### src/shared/pwr_irq_map.svh
`ifndef PWR_IRQ_MAP_SVH
`define PWR_IRQ_MAP_SVH
// ---------------------------------------------
// register indices, byte address is four times the index
// ---------------------------------------------
`define IRQ_REQ_IDX    8'hC8
`define IRQ_EN_IDX     8'hC9
`define OSC_CTL_IDX    8'hCA
`define STACK_PTR_IDX  8'hDF
// ---------------------------------------------
// field positions
// ---------------------------------------------
`define PIN_IRQ_BIT    0
`define TIMER_IRQ_BIT  4
`define HOSC_STOP_BIT  1
`define SLOW_SEL_BIT   2
`define SLEEP_SEL_BIT  3
`define GLB_EN_BIT     7
// ---------------------------------------------
// reset values and counts
// ---------------------------------------------
`define STACK_RST      3'h7
`define IRQ_VECTOR     12'h008
`define WAKE_CLKS      2048
`define DIV_SLOW       4
`define DIV_XTAL       4
`define DIV_RC         16
`endif

### src/shared/pwr_irq_pkg.sv
package pwr_irq_pkg;
   // ---------------------------------------------
   // operating states
   // ---------------------------------------------
   typedef enum logic [1:0] {
      MODE_RUN   = 2'b00,
      MODE_SLEEP = 2'b01,
      MODE_WAKE  = 2'b10
   } mode_e;
   // ---------------------------------------------
   // carriers
   // ---------------------------------------------
   typedef struct packed {
      logic hoscEn;
      logic loscEn;
      logic slowSel;
      logic cpuRun;
   } clk_ctl_s;
   typedef struct packed {
      logic        take;
      logic        pop;
      logic [11:0] vector;
   } irq_evt_s;
endpackage : pwr_irq_pkg

### src/rtl/cycle_divider.sv
`timescale 1ns/10ps
module cycle_divider #(
   parameter int CNT_W = 4
) (
   // clock and reset
   input  wire logic             mclk,
   input  wire logic             rst,
   // source tick and ratio
   input  wire logic             srcTick,
   input  wire logic [CNT_W-1:0] lastCount,
   // instruction cycle pulse
   output logic                  cycleTick
);
   logic [CNT_W-1:0] cnt_q;

   always_ff @(posedge mclk) begin
      if (rst) begin
         cnt_q     <= '0;
         cycleTick <= 1'b0;
      end else begin
         cycleTick <= srcTick && (cnt_q >= lastCount);
         if (srcTick) begin
            cnt_q <= (cnt_q >= lastCount) ? '0 : cnt_q + 1'b1;
         end
      end
   end
endmodule : cycle_divider

### src/rtl/power_mode_and_interrupt_ctrl.sv
// Register access over Wishbone was decided locally.
`timescale 1ns/10ps
`include "pwr_irq_map.svh"
module power_mode_and_interrupt_ctrl #(
   parameter int ADR_W     = 10,
   parameter int WAKE_W    = 16,
   parameter int WAKE_CLKS = `WAKE_CLKS
) (
   // clock and reset
   input  wire logic                   mclk,
   input  wire logic                   rst,
   // wishbone slave
   input  wire logic                   cyc_i,
   input  wire logic                   stb_i,
   input  wire logic                   we_i,
   input  wire logic [ADR_W-1:0]       adr_i,
   input  wire logic [3:0]             sel_i,
   input  wire logic [31:0]            dat_i,
   output logic [31:0]                 dat_o,
   output logic                        ack_o,
   // oscillator ticks and options
   input  wire logic                   hoscTick,
   input  wire logic                   loscTick,
   input  wire logic                   highClkIsRc,
   input  wire logic                   watchdogOn,
   input  wire logic                   greenMode,
   // wakeup pins and events
   input  wire logic [WAKE_W-1:0]      wakePins,
   input  wire logic                   pinIrqEvent,
   input  wire logic                   timerOverflow,
   // processor handshake
   input  wire logic                   instrBoundary,
   input  wire logic                   returnExec,
   // status and control outputs
   output pwr_irq_pkg::clk_ctl_s       clkCtl,
   output pwr_irq_pkg::irq_evt_s       irqEvt,
   output pwr_irq_pkg::mode_e          mode,
   output logic                        cpuCycle
);
   localparam logic [11:0] WAKE_LAST = 12'(WAKE_CLKS - 1);

   function automatic logic [3:0] lastOf(input int div);
      lastOf = 4'(div - 1);
   endfunction : lastOf

   function automatic logic [7:0] packPair(input logic hi, input logic lo);
      packPair = {3'h0, hi, 3'h0, lo};
   endfunction : packPair

   // ---------------------------------------------
   // state
   // ---------------------------------------------
   pwr_irq_pkg::mode_e    mode_q, mode_d;
   pwr_irq_pkg::clk_ctl_s clkCtl_q, clkCtl_d;
   pwr_irq_pkg::irq_evt_s irqEvt_q;
   logic                  oscStop_q, slowSel_q, sleepSel_q;
   logic                  pinEn_q, timerEn_q, pinFlag_q, timerFlag_q;
   logic                  glbEn_q;
   logic [2:0]            stack_q;
   logic [11:0]           wakeCnt_q;
   logic [WAKE_W-1:0]     wakeSync1_q, wakeSync2_q, wakeLast_q;
   logic                  ack_q;
   logic [7:0]            datOut_q;

   // ---------------------------------------------
   // bus decode
   // ---------------------------------------------
   wire [7:0] regIdx  = adr_i[9:2];
   wire       busReq  = cyc_i && stb_i;
   wire       hitReq  = regIdx == `IRQ_REQ_IDX;
   wire       hitEn   = regIdx == `IRQ_EN_IDX;
   wire       hitOsc  = regIdx == `OSC_CTL_IDX;
   wire       hitStk  = regIdx == `STACK_PTR_IDX;
   wire       wrLane  = busReq && we_i && ack_q && sel_i[0];
   wire       wrReq   = wrLane && hitReq;
   wire       wrEn    = wrLane && hitEn;
   wire       wrOsc   = wrLane && hitOsc;
   wire       wrStk   = wrLane && hitStk;
   wire [7:0] reqByte = packPair(timerFlag_q, pinFlag_q);
   wire [7:0] enByte  = packPair(timerEn_q, pinEn_q);
   wire [7:0] oscByte = {4'h0, sleepSel_q, slowSel_q, oscStop_q, 1'b0};
   wire [7:0] stkByte = {glbEn_q, 4'h0, stack_q};
   wire [7:0] rdByte  = hitReq ? reqByte :
                        hitEn  ? enByte  :
                        hitOsc ? oscByte :
                        hitStk ? stkByte : 8'h00;

   always_ff @(posedge mclk) begin
      if (rst) begin
         ack_q    <= 1'b0;
         datOut_q <= 8'h00;
      end else begin
         ack_q    <= busReq && !ack_q;
         datOut_q <= (busReq && !ack_q) ? rdByte : datOut_q;
      end
   end

   assign ack_o = ack_q;
   assign dat_o = {24'h000000, datOut_q};

   // ---------------------------------------------
   // wake pin synchroniser
   // ---------------------------------------------
   always_ff @(posedge mclk) begin
      if (rst) begin
         wakeSync1_q <= '0;
         wakeSync2_q <= '0;
         wakeLast_q  <= '0;
      end else begin
         wakeSync1_q <= wakePins;
         wakeSync2_q <= wakeSync1_q;
         wakeLast_q  <= wakeSync2_q;
      end
   end

   wire wakeChange = |(wakeSync2_q ^ wakeLast_q);

   // ---------------------------------------------
   // operating mode
   // ---------------------------------------------
   wire wakeDone = (mode_q == pwr_irq_pkg::MODE_WAKE) && hoscTick && (wakeCnt_q == WAKE_LAST);

   always_comb begin
      mode_d = mode_q;
      case (mode_q)
         pwr_irq_pkg::MODE_RUN: begin
            if (sleepSel_q) begin
               mode_d = pwr_irq_pkg::MODE_SLEEP;
            end
         end
         pwr_irq_pkg::MODE_SLEEP: begin
            if (wakeChange) begin
               mode_d = pwr_irq_pkg::MODE_WAKE;
            end
         end
         pwr_irq_pkg::MODE_WAKE: begin
            if (wakeDone) begin
               mode_d = pwr_irq_pkg::MODE_RUN;
            end
         end
         default: mode_d = pwr_irq_pkg::MODE_RUN;
      endcase
   end

   always_ff @(posedge mclk) begin
      if (rst) begin
         mode_q    <= pwr_irq_pkg::MODE_RUN;
         wakeCnt_q <= 12'h000;
      end else begin
         mode_q    <= mode_d;
         wakeCnt_q <= (mode_q != pwr_irq_pkg::MODE_WAKE) ? 12'h000 :
                      hoscTick ? wakeCnt_q + 12'h001 : wakeCnt_q;
      end
   end

   // ---------------------------------------------
   // oscillator control register
   // ---------------------------------------------
   always_ff @(posedge mclk) begin
      if (rst) begin
         oscStop_q  <= 1'b0;
         slowSel_q  <= 1'b0;
         sleepSel_q <= 1'b0;
      end else if (wakeDone) begin
         oscStop_q  <= 1'b0;
         slowSel_q  <= 1'b0;
         sleepSel_q <= 1'b0;
      end else if (wrOsc) begin
         oscStop_q  <= dat_i[`HOSC_STOP_BIT];
         slowSel_q  <= dat_i[`SLOW_SEL_BIT];
         sleepSel_q <= dat_i[`SLEEP_SEL_BIT];
      end
   end

   // ---------------------------------------------
   // clock gating
   // ---------------------------------------------
   wire inRun   = mode_q == pwr_irq_pkg::MODE_RUN;
   wire inSleep = mode_q == pwr_irq_pkg::MODE_SLEEP;

   always_comb begin
      clkCtl_d.hoscEn  = !inSleep && !(oscStop_q && slowSel_q && inRun);
      clkCtl_d.loscEn  = !inSleep && !(greenMode && !watchdogOn);
      clkCtl_d.slowSel = slowSel_q && inRun;
      clkCtl_d.cpuRun  = inRun && !sleepSel_q;
   end

   always_ff @(posedge mclk) begin
      if (rst) begin
         clkCtl_q <= '{hoscEn: 1'b1, loscEn: 1'b1, slowSel: 1'b0, cpuRun: 1'b1};
      end else begin
         clkCtl_q <= clkCtl_d;
      end
   end

   assign clkCtl = clkCtl_q;
   assign mode   = mode_q;

   // ---------------------------------------------
   // instruction cycle
   // ---------------------------------------------
   wire       srcTick = clkCtl_q.cpuRun && (clkCtl_q.slowSel ? (loscTick && clkCtl_q.loscEn)
                                                             : (hoscTick && clkCtl_q.hoscEn));
   wire [3:0] divLast = clkCtl_q.slowSel ? lastOf(`DIV_SLOW) :
                        highClkIsRc      ? lastOf(`DIV_RC)   :
                                           lastOf(`DIV_XTAL);

   cycle_divider #(
      .CNT_W     (4)
   ) u_div (
      .mclk      (mclk),
      .rst       (rst),
      .srcTick   (srcTick),
      .lastCount (divLast),
      .cycleTick (cpuCycle)
   );

   // ---------------------------------------------
   // interrupt enables and flags
   // ---------------------------------------------
   always_ff @(posedge mclk) begin
      if (rst) begin
         pinEn_q   <= 1'b0;
         timerEn_q <= 1'b0;
      end else if (wrEn) begin
         pinEn_q   <= dat_i[`PIN_IRQ_BIT];
         timerEn_q <= dat_i[`TIMER_IRQ_BIT];
      end
   end
   // event wins over a clearing write in the same cycle
   always_ff @(posedge mclk) begin
      if (rst) begin
         pinFlag_q   <= 1'b0;
         timerFlag_q <= 1'b0;
      end else begin
         pinFlag_q   <= pinIrqEvent || (wrReq ? dat_i[`PIN_IRQ_BIT] : pinFlag_q);
         timerFlag_q <= timerOverflow || (wrReq ? dat_i[`TIMER_IRQ_BIT] : timerFlag_q);
      end
   end

   // ---------------------------------------------
   // interrupt entry and return
   // ---------------------------------------------
   wire pending = (pinFlag_q && pinEn_q) || (timerFlag_q && timerEn_q);
   wire takeNow = glbEn_q && pending && instrBoundary && clkCtl_q.cpuRun && !irqEvt_q.take;
   wire popNow  = returnExec && !takeNow;

   always_ff @(posedge mclk) begin
      if (rst) begin
         glbEn_q <= 1'b0;
         stack_q <= `STACK_RST;
      end else if (takeNow) begin
         glbEn_q <= 1'b0;
         stack_q <= stack_q - 3'h1;
      end else if (popNow) begin
         glbEn_q <= 1'b1;
         stack_q <= stack_q + 3'h1;
      end else if (wrStk) begin
         glbEn_q <= dat_i[`GLB_EN_BIT];
         stack_q <= dat_i[2:0];
      end
   end

   always_ff @(posedge mclk) begin
      if (rst) begin
         irqEvt_q <= '{take: 1'b0, pop: 1'b0, vector: `IRQ_VECTOR};
      end else begin
         irqEvt_q.take   <= takeNow;
         irqEvt_q.pop    <= popNow;
         irqEvt_q.vector <= `IRQ_VECTOR;
      end
   end

   assign irqEvt = irqEvt_q;
endmodule : power_mode_and_interrupt_ctrl

### config.mk
export PLATFORM = sky130hd
export DESIGN_NAME = power_mode_and_interrupt_ctrl
export DESIGN_NICKNAME = d
export VERILOG_FILES = /design/src/shared/pwr_irq_pkg.sv /design/src/rtl/cycle_divider.sv /design/src/rtl/power_mode_and_interrupt_ctrl.sv
export VERILOG_INCLUDE_DIRS = /design/src /design/src/shared
export SDC_FILE = /design/constraint.sdc
export NUM_CORES = 1
export LEC_CHECK = 0
export ABC_AREA = 1
export BUFFER_PORTS_ARGS = -buffer_cell sky130_fd_sc_hd__buf_2
export CAP_MARGIN = 20
export CORE_MARGIN = 2
export CORE_UTILIZATION = 51
export DETAILED_ROUTE_END_ITERATION = 7
export PLACE_DENSITY = 0.87
export SYNTH_ARGS = -nofsm -noshare
export SYNTH_HDL_FRONTEND = slang
export SYNTH_HIERARCHICAL = 1
export SYNTH_SLANG_ARGS = --single-unit
### constraint.sdc
create_clock -name mclk -period 1.8 [get_ports mclk]
set_input_delay 0.09 -clock mclk [delete_from_list [all_inputs] [get_ports mclk]]
set_output_delay 0.09 -clock mclk [all_outputs]
set_load 0.05 [all_outputs]
# Word-level counts from Yosys, hierarchy flattened
# Cells that the tools add are included.
# op_classes
n_addsub	4
n_lt_le_gt_ge	1
eq_ne	11
n_mux	19
n_bitwise	1
reduce_logical	48
# ops
operator	count
$eq A8 B8 Y1 const B	4
$mux W8	4
$logic_and A1 B1 Y1	29
$reduce_or A16 Y1	1
$xor A16 B16 Y16	1
$add A12 B1 Y12 const B	1
$eq A12 B11 Y1 const B	1
$mux W4	3
$mux W3	3
$logic_not A1 Y1	8
$ne A2 B2 Y1 const B	4
$mux W2	3
$pmux W2 S3	1
$reduce_or A2 Y1	3
$mux W1	5
$add A4 B1 Y4 const B	1
$ge A4 B4 Y1	1
$add A3 B1 Y3 const B	1
$logic_or A1 B1 Y1	3
$reduce_and A3 Y1	1
$reduce_bool A3 Y1	1
$sub A3 B1 Y3 const B	1
$eq A2 B1 Y1 const B	1
$eq A2 B2 Y1 const B	1
2 further kinds	2
# word_totals
reg_bits	105
out_inout_bits	54

# Longest topological paths before layout
# logic_depth
ltp_word	10
depth_mapped	11
depth_no_buf	11

# By module
# The synthesis kept the hierarchy.
# modules_own_cells
mod	instances	cells_per_inst	area_each_um2	seq_area_each_um2
power_mode_and_interrupt_ctrl	1	563	3976.3	1721.7
cycle_divider	1	38	305.3	100.1

# Least setup slack after synthesis
# No wires, ideal clock.
# synth_path
kind	register -> register
from	register clkCtl_q, in the netlist clkCtl[0]
to	register u_div.cnt_q[3]
arrival_ns	1.675
required_ns	1.684
setup_slack_ns	0.009
path_stages_with_launch	6
path_cell_list	dfxtp_1 > inv_1 > a211oi_1 > nand4_2 > xor2_1 > nor2_2
# synth_via
elab_chain_len	1
# synth_rtl
element	line_no	source
from (decl)	power_mode_and_interrupt_ctrl.sv:54	pwr_irq_pkg::clk_ctl_s clkCtl_q, clkCtl_d;
from (signal assigned)	power_mode_and_interrupt_ctrl.sv:190	clkCtl_q <= '{hoscEn: 1'b1, loscEn: 1'b1, slowSel: 1'b0, cpuRun: 1'b1};
from (signal assigned)	power_mode_and_interrupt_ctrl.sv:192	clkCtl_q <= clkCtl_d;
$logic_and A1 B1 Y1	power_mode_and_interrupt_ctrl.sv:202	wire srcTick = clkCtl_q.cpuRun && (clkCtl_q.slowSel ? (loscTick && clkCtl_q.loscEn)
named net srcTick	power_mode_and_interrupt_ctrl.sv:202	
to (signal assigned)	cycle_divider.sv:23	cnt_q <= (cnt_q >= lastCount) ? '0 : cnt_q + 1'b1;
to (decl)	cycle_divider.sv:14	logic [CNT_W-1:0] cnt_q;
# The timed path passes the listed nets, and every way through them passes these cells.
# A chain may end at the register's enable or synchronous reset.

# Final worst setup path
# layout_path
from	register wakeCnt_q[1]
to	register wakeCnt_q[10]
# layout_via
elab_chain_len	1
# layout_rtl
element	line_no	source
from (decl)	power_mode_and_interrupt_ctrl.sv:60	logic [11:0] wakeCnt_q;
from (signal assigned)	power_mode_and_interrupt_ctrl.sv:151	wakeCnt_q <= (mode_q != pwr_irq_pkg::MODE_WAKE) ? 12'h000 :
$add A12 B1 Y12	power_mode_and_interrupt_ctrl.sv:152	hoscTick ? wakeCnt_q + 12'h001 : wakeCnt_q;
# No other way between the ends.

==> reports/qor.yml <==
drtIter0Drc: 129
dr.pass1.iters: 4
final_area_um2: 4970
syn_inst: 601
seq_area_frac_synth_pct: 42.5
drc: 0
yosys_register_bits: 91
postRouteAntennaNets: 0
final_util_pct: 60.8
clock_latency_ns: 0.36
grt_pass1_vias: 3370
routed_wl_um: 8430
post-cts-setup-buffers: 0
hpwl_um: 6050
arrival_ns: 1.80
ys_warn_count: 6
diodes: 0
final.setup.worst_slack_ns: 0.247
die_y_um: 95.6
reg2reg_from: "wakeCnt_q[1]$_SDFFE_PP0P_"
period_share_pct: 86.3
fin_total_pwr_mw: 4.00
leakage_nw: 2.54
synth-edff-count: 0
seq_area_um2: 1820
holdCritPathClass: "primary input to flip-flop"
dpl_cell_area_um2: 4550
synthArstFlopShare_pct: 0
wl_per_cell_um: 10.6
skew_ns: 0.0134
clock_path_buffers: 2
nets: 773
r2r.worst_path.cells: 8
nFillCells: 719
worstMarginPinSlew_ns: 0.549
final_hold_viol_count: 0
slew_violations: 0
cts_made_buffers: 9
reg2reg_to: "wakeCnt_q[10]$_SDFFE_PP0P_"
maxSlewHeadroom_pct: 63.4
grt_pass1_wl_um: 13800
fin_cells: 799
layout_commonest_cell: "nand2_1"
vias: 3683
cp_max_fo: 4
synth_cell_types: 42
htree_levels: 3
clock-sinks: 91
start_util_pct: 52.4
end_kind: "flip-flop"
ioPinCount: 130
clk_pin_slew_ns: 0.08
power_density_nw_per_um2: 806
area_growth_pct: 16.0
grt_max_degree: 58
port-buffer-count: 60
crit_path_start_kind: "flip-flop"
syn_avg_cell_area_um2: 7.12
fp.dieW_um: 95.6
path_class: "flip-flop to flip-flop"
fmax_mhz: 644
critical_path.startpoint: "wakeCnt_q[1]$_SDFFE_PP0P_"
final_cell_mix: "nand2_1, inv_1, nor2_1"
endpoint: "wakeCnt_q[10]$_SDFFE_PP0P_"
cts_tree: "yes"
cts_root_buffer: "clkbuf_8"
rsz0062_at_grt: "no"
multi_input_area_um2: 1830
antenna_found_initial: 0
cap_violations: 0
rows: 33
fin_crit_ns: 1.55
viasPerCell: 4.61
grt_usage_pct: 19.6
status: "finished, final reports clean"
vdd_drop_max_v: 0.000661
dp_cells: 760
gp_congestion: 0.866
required_ns: 2.05
synthFlopType: "dfxtp_1"
dp_slack_ns: 0.253
grt-ovfl-total: 0
drive_above_1_share_pct: 15.3
reg2reg_slack_ns: 0.25
die_area_um2: 9140
syn_area_um2: 4280
final-setup-viol-count: 0
core_um2: 8180
fin_tns_setup_ns: 0
hold_ws_ns: 0.00751
[worst max-delay path, stage by stage (launching register included)]
cell	delay, ns
dfxtp_1	0.42
ha_1	0.25
nand2_1	0.10
nor3_2	0.22
nand2_2	0.11
nor2_2	0.14
nand2_1	0.08
nand2_1	0.07
a21oi_1	0.06
[registers in the layout, indices dropped and copies added, names as in the netlist, 3 cells and up]
name	cells
clkCtl	4
wakeSync1_q	16
u_div/cnt_q	4
datOut_q	6
stack_q	3
wakeLast_q	16
wakeCnt_q	12
wakeSync2_q	16
[worst min path at each step]
stage	start	end	slack, ns	cells after the start
2_1_floorplan	rst	u_div/cycleTick$_SDFF_PP0_	0.16	1
3_3_place_gp	timerOverflow	timerFlag_q$_SDFF_PP0_	0.29	3
3_5_place_dp	pinIrqEvent	pinFlag_q$_SDFF_PP0_	0.29	3
4_1_cts	dat_i[1]	oscStop_q$_SDFFE_PP0P_	0.008	3
5_1_grt	dat_i[2]	slowSel_q$_SDFFE_PP0P_	0.004	3
6_report	watchdogOn	clkCtl[2]$_SDFF_PP1_	0.008	3
[final cells by class]
class,count,area share [%]
clock buffers,11,3.05
clock inverters,5,0.705
repair buffers,86,11.1
multi-input cells,382,36.8
inverters,119,9.02
flip-flops and latches,91,36.7
well taps,105,2.64
[Yosys cell counts (all sizes together), types with 4 or more instances]
cell type    n  area share [%]
nand4        6             1.0
a21oi       20             2.6
ha           8             2.3
clkbuf       4            0.35
nand3       32             4.1
buf         43             7.3
nand2      133              12
dfxtp       91              43
inv        116              10
o21ai       11             1.3
nor2       101             9.6
nor3         9             1.4
[where the power goes]
part           total (mW)  internal [mW]  switching [mW]
clock                1.29          0.580           0.708
combinational       0.596          0.181           0.415
sequential           2.12           2.08          0.0412
[logic make-up after synthesis]
group                      count (synthesis)  synth area share [%]
muxes                                      2                 0.468
adders and majority gates                  8                  2.34
and+or+nand+nor                          288                  29.7
DFF                                       91                  42.5
buffers and inverters                    166                  18.1
xor gates and xnor gates                   6                  1.23
AOI/OAI and AO/OA                         38                  5.46
other                                      2                 0.175
[layer usage]
metal	global-route usage, %	up-vias	wire [um]
met5	0	-	0
met4	7.50	0	125
met3	5.85	14	505
met2	34.8	127	4170
met1	21.9	1647	3630
li1	-	1895	-
[repair_timing]
action | CTS | global route
gates resized for setup | 0 | 0
hold buffers | 23 | 0
endpoints found under the hold margin | 23 | 0
No activity file was read; power rests on OpenSTA's default activity.
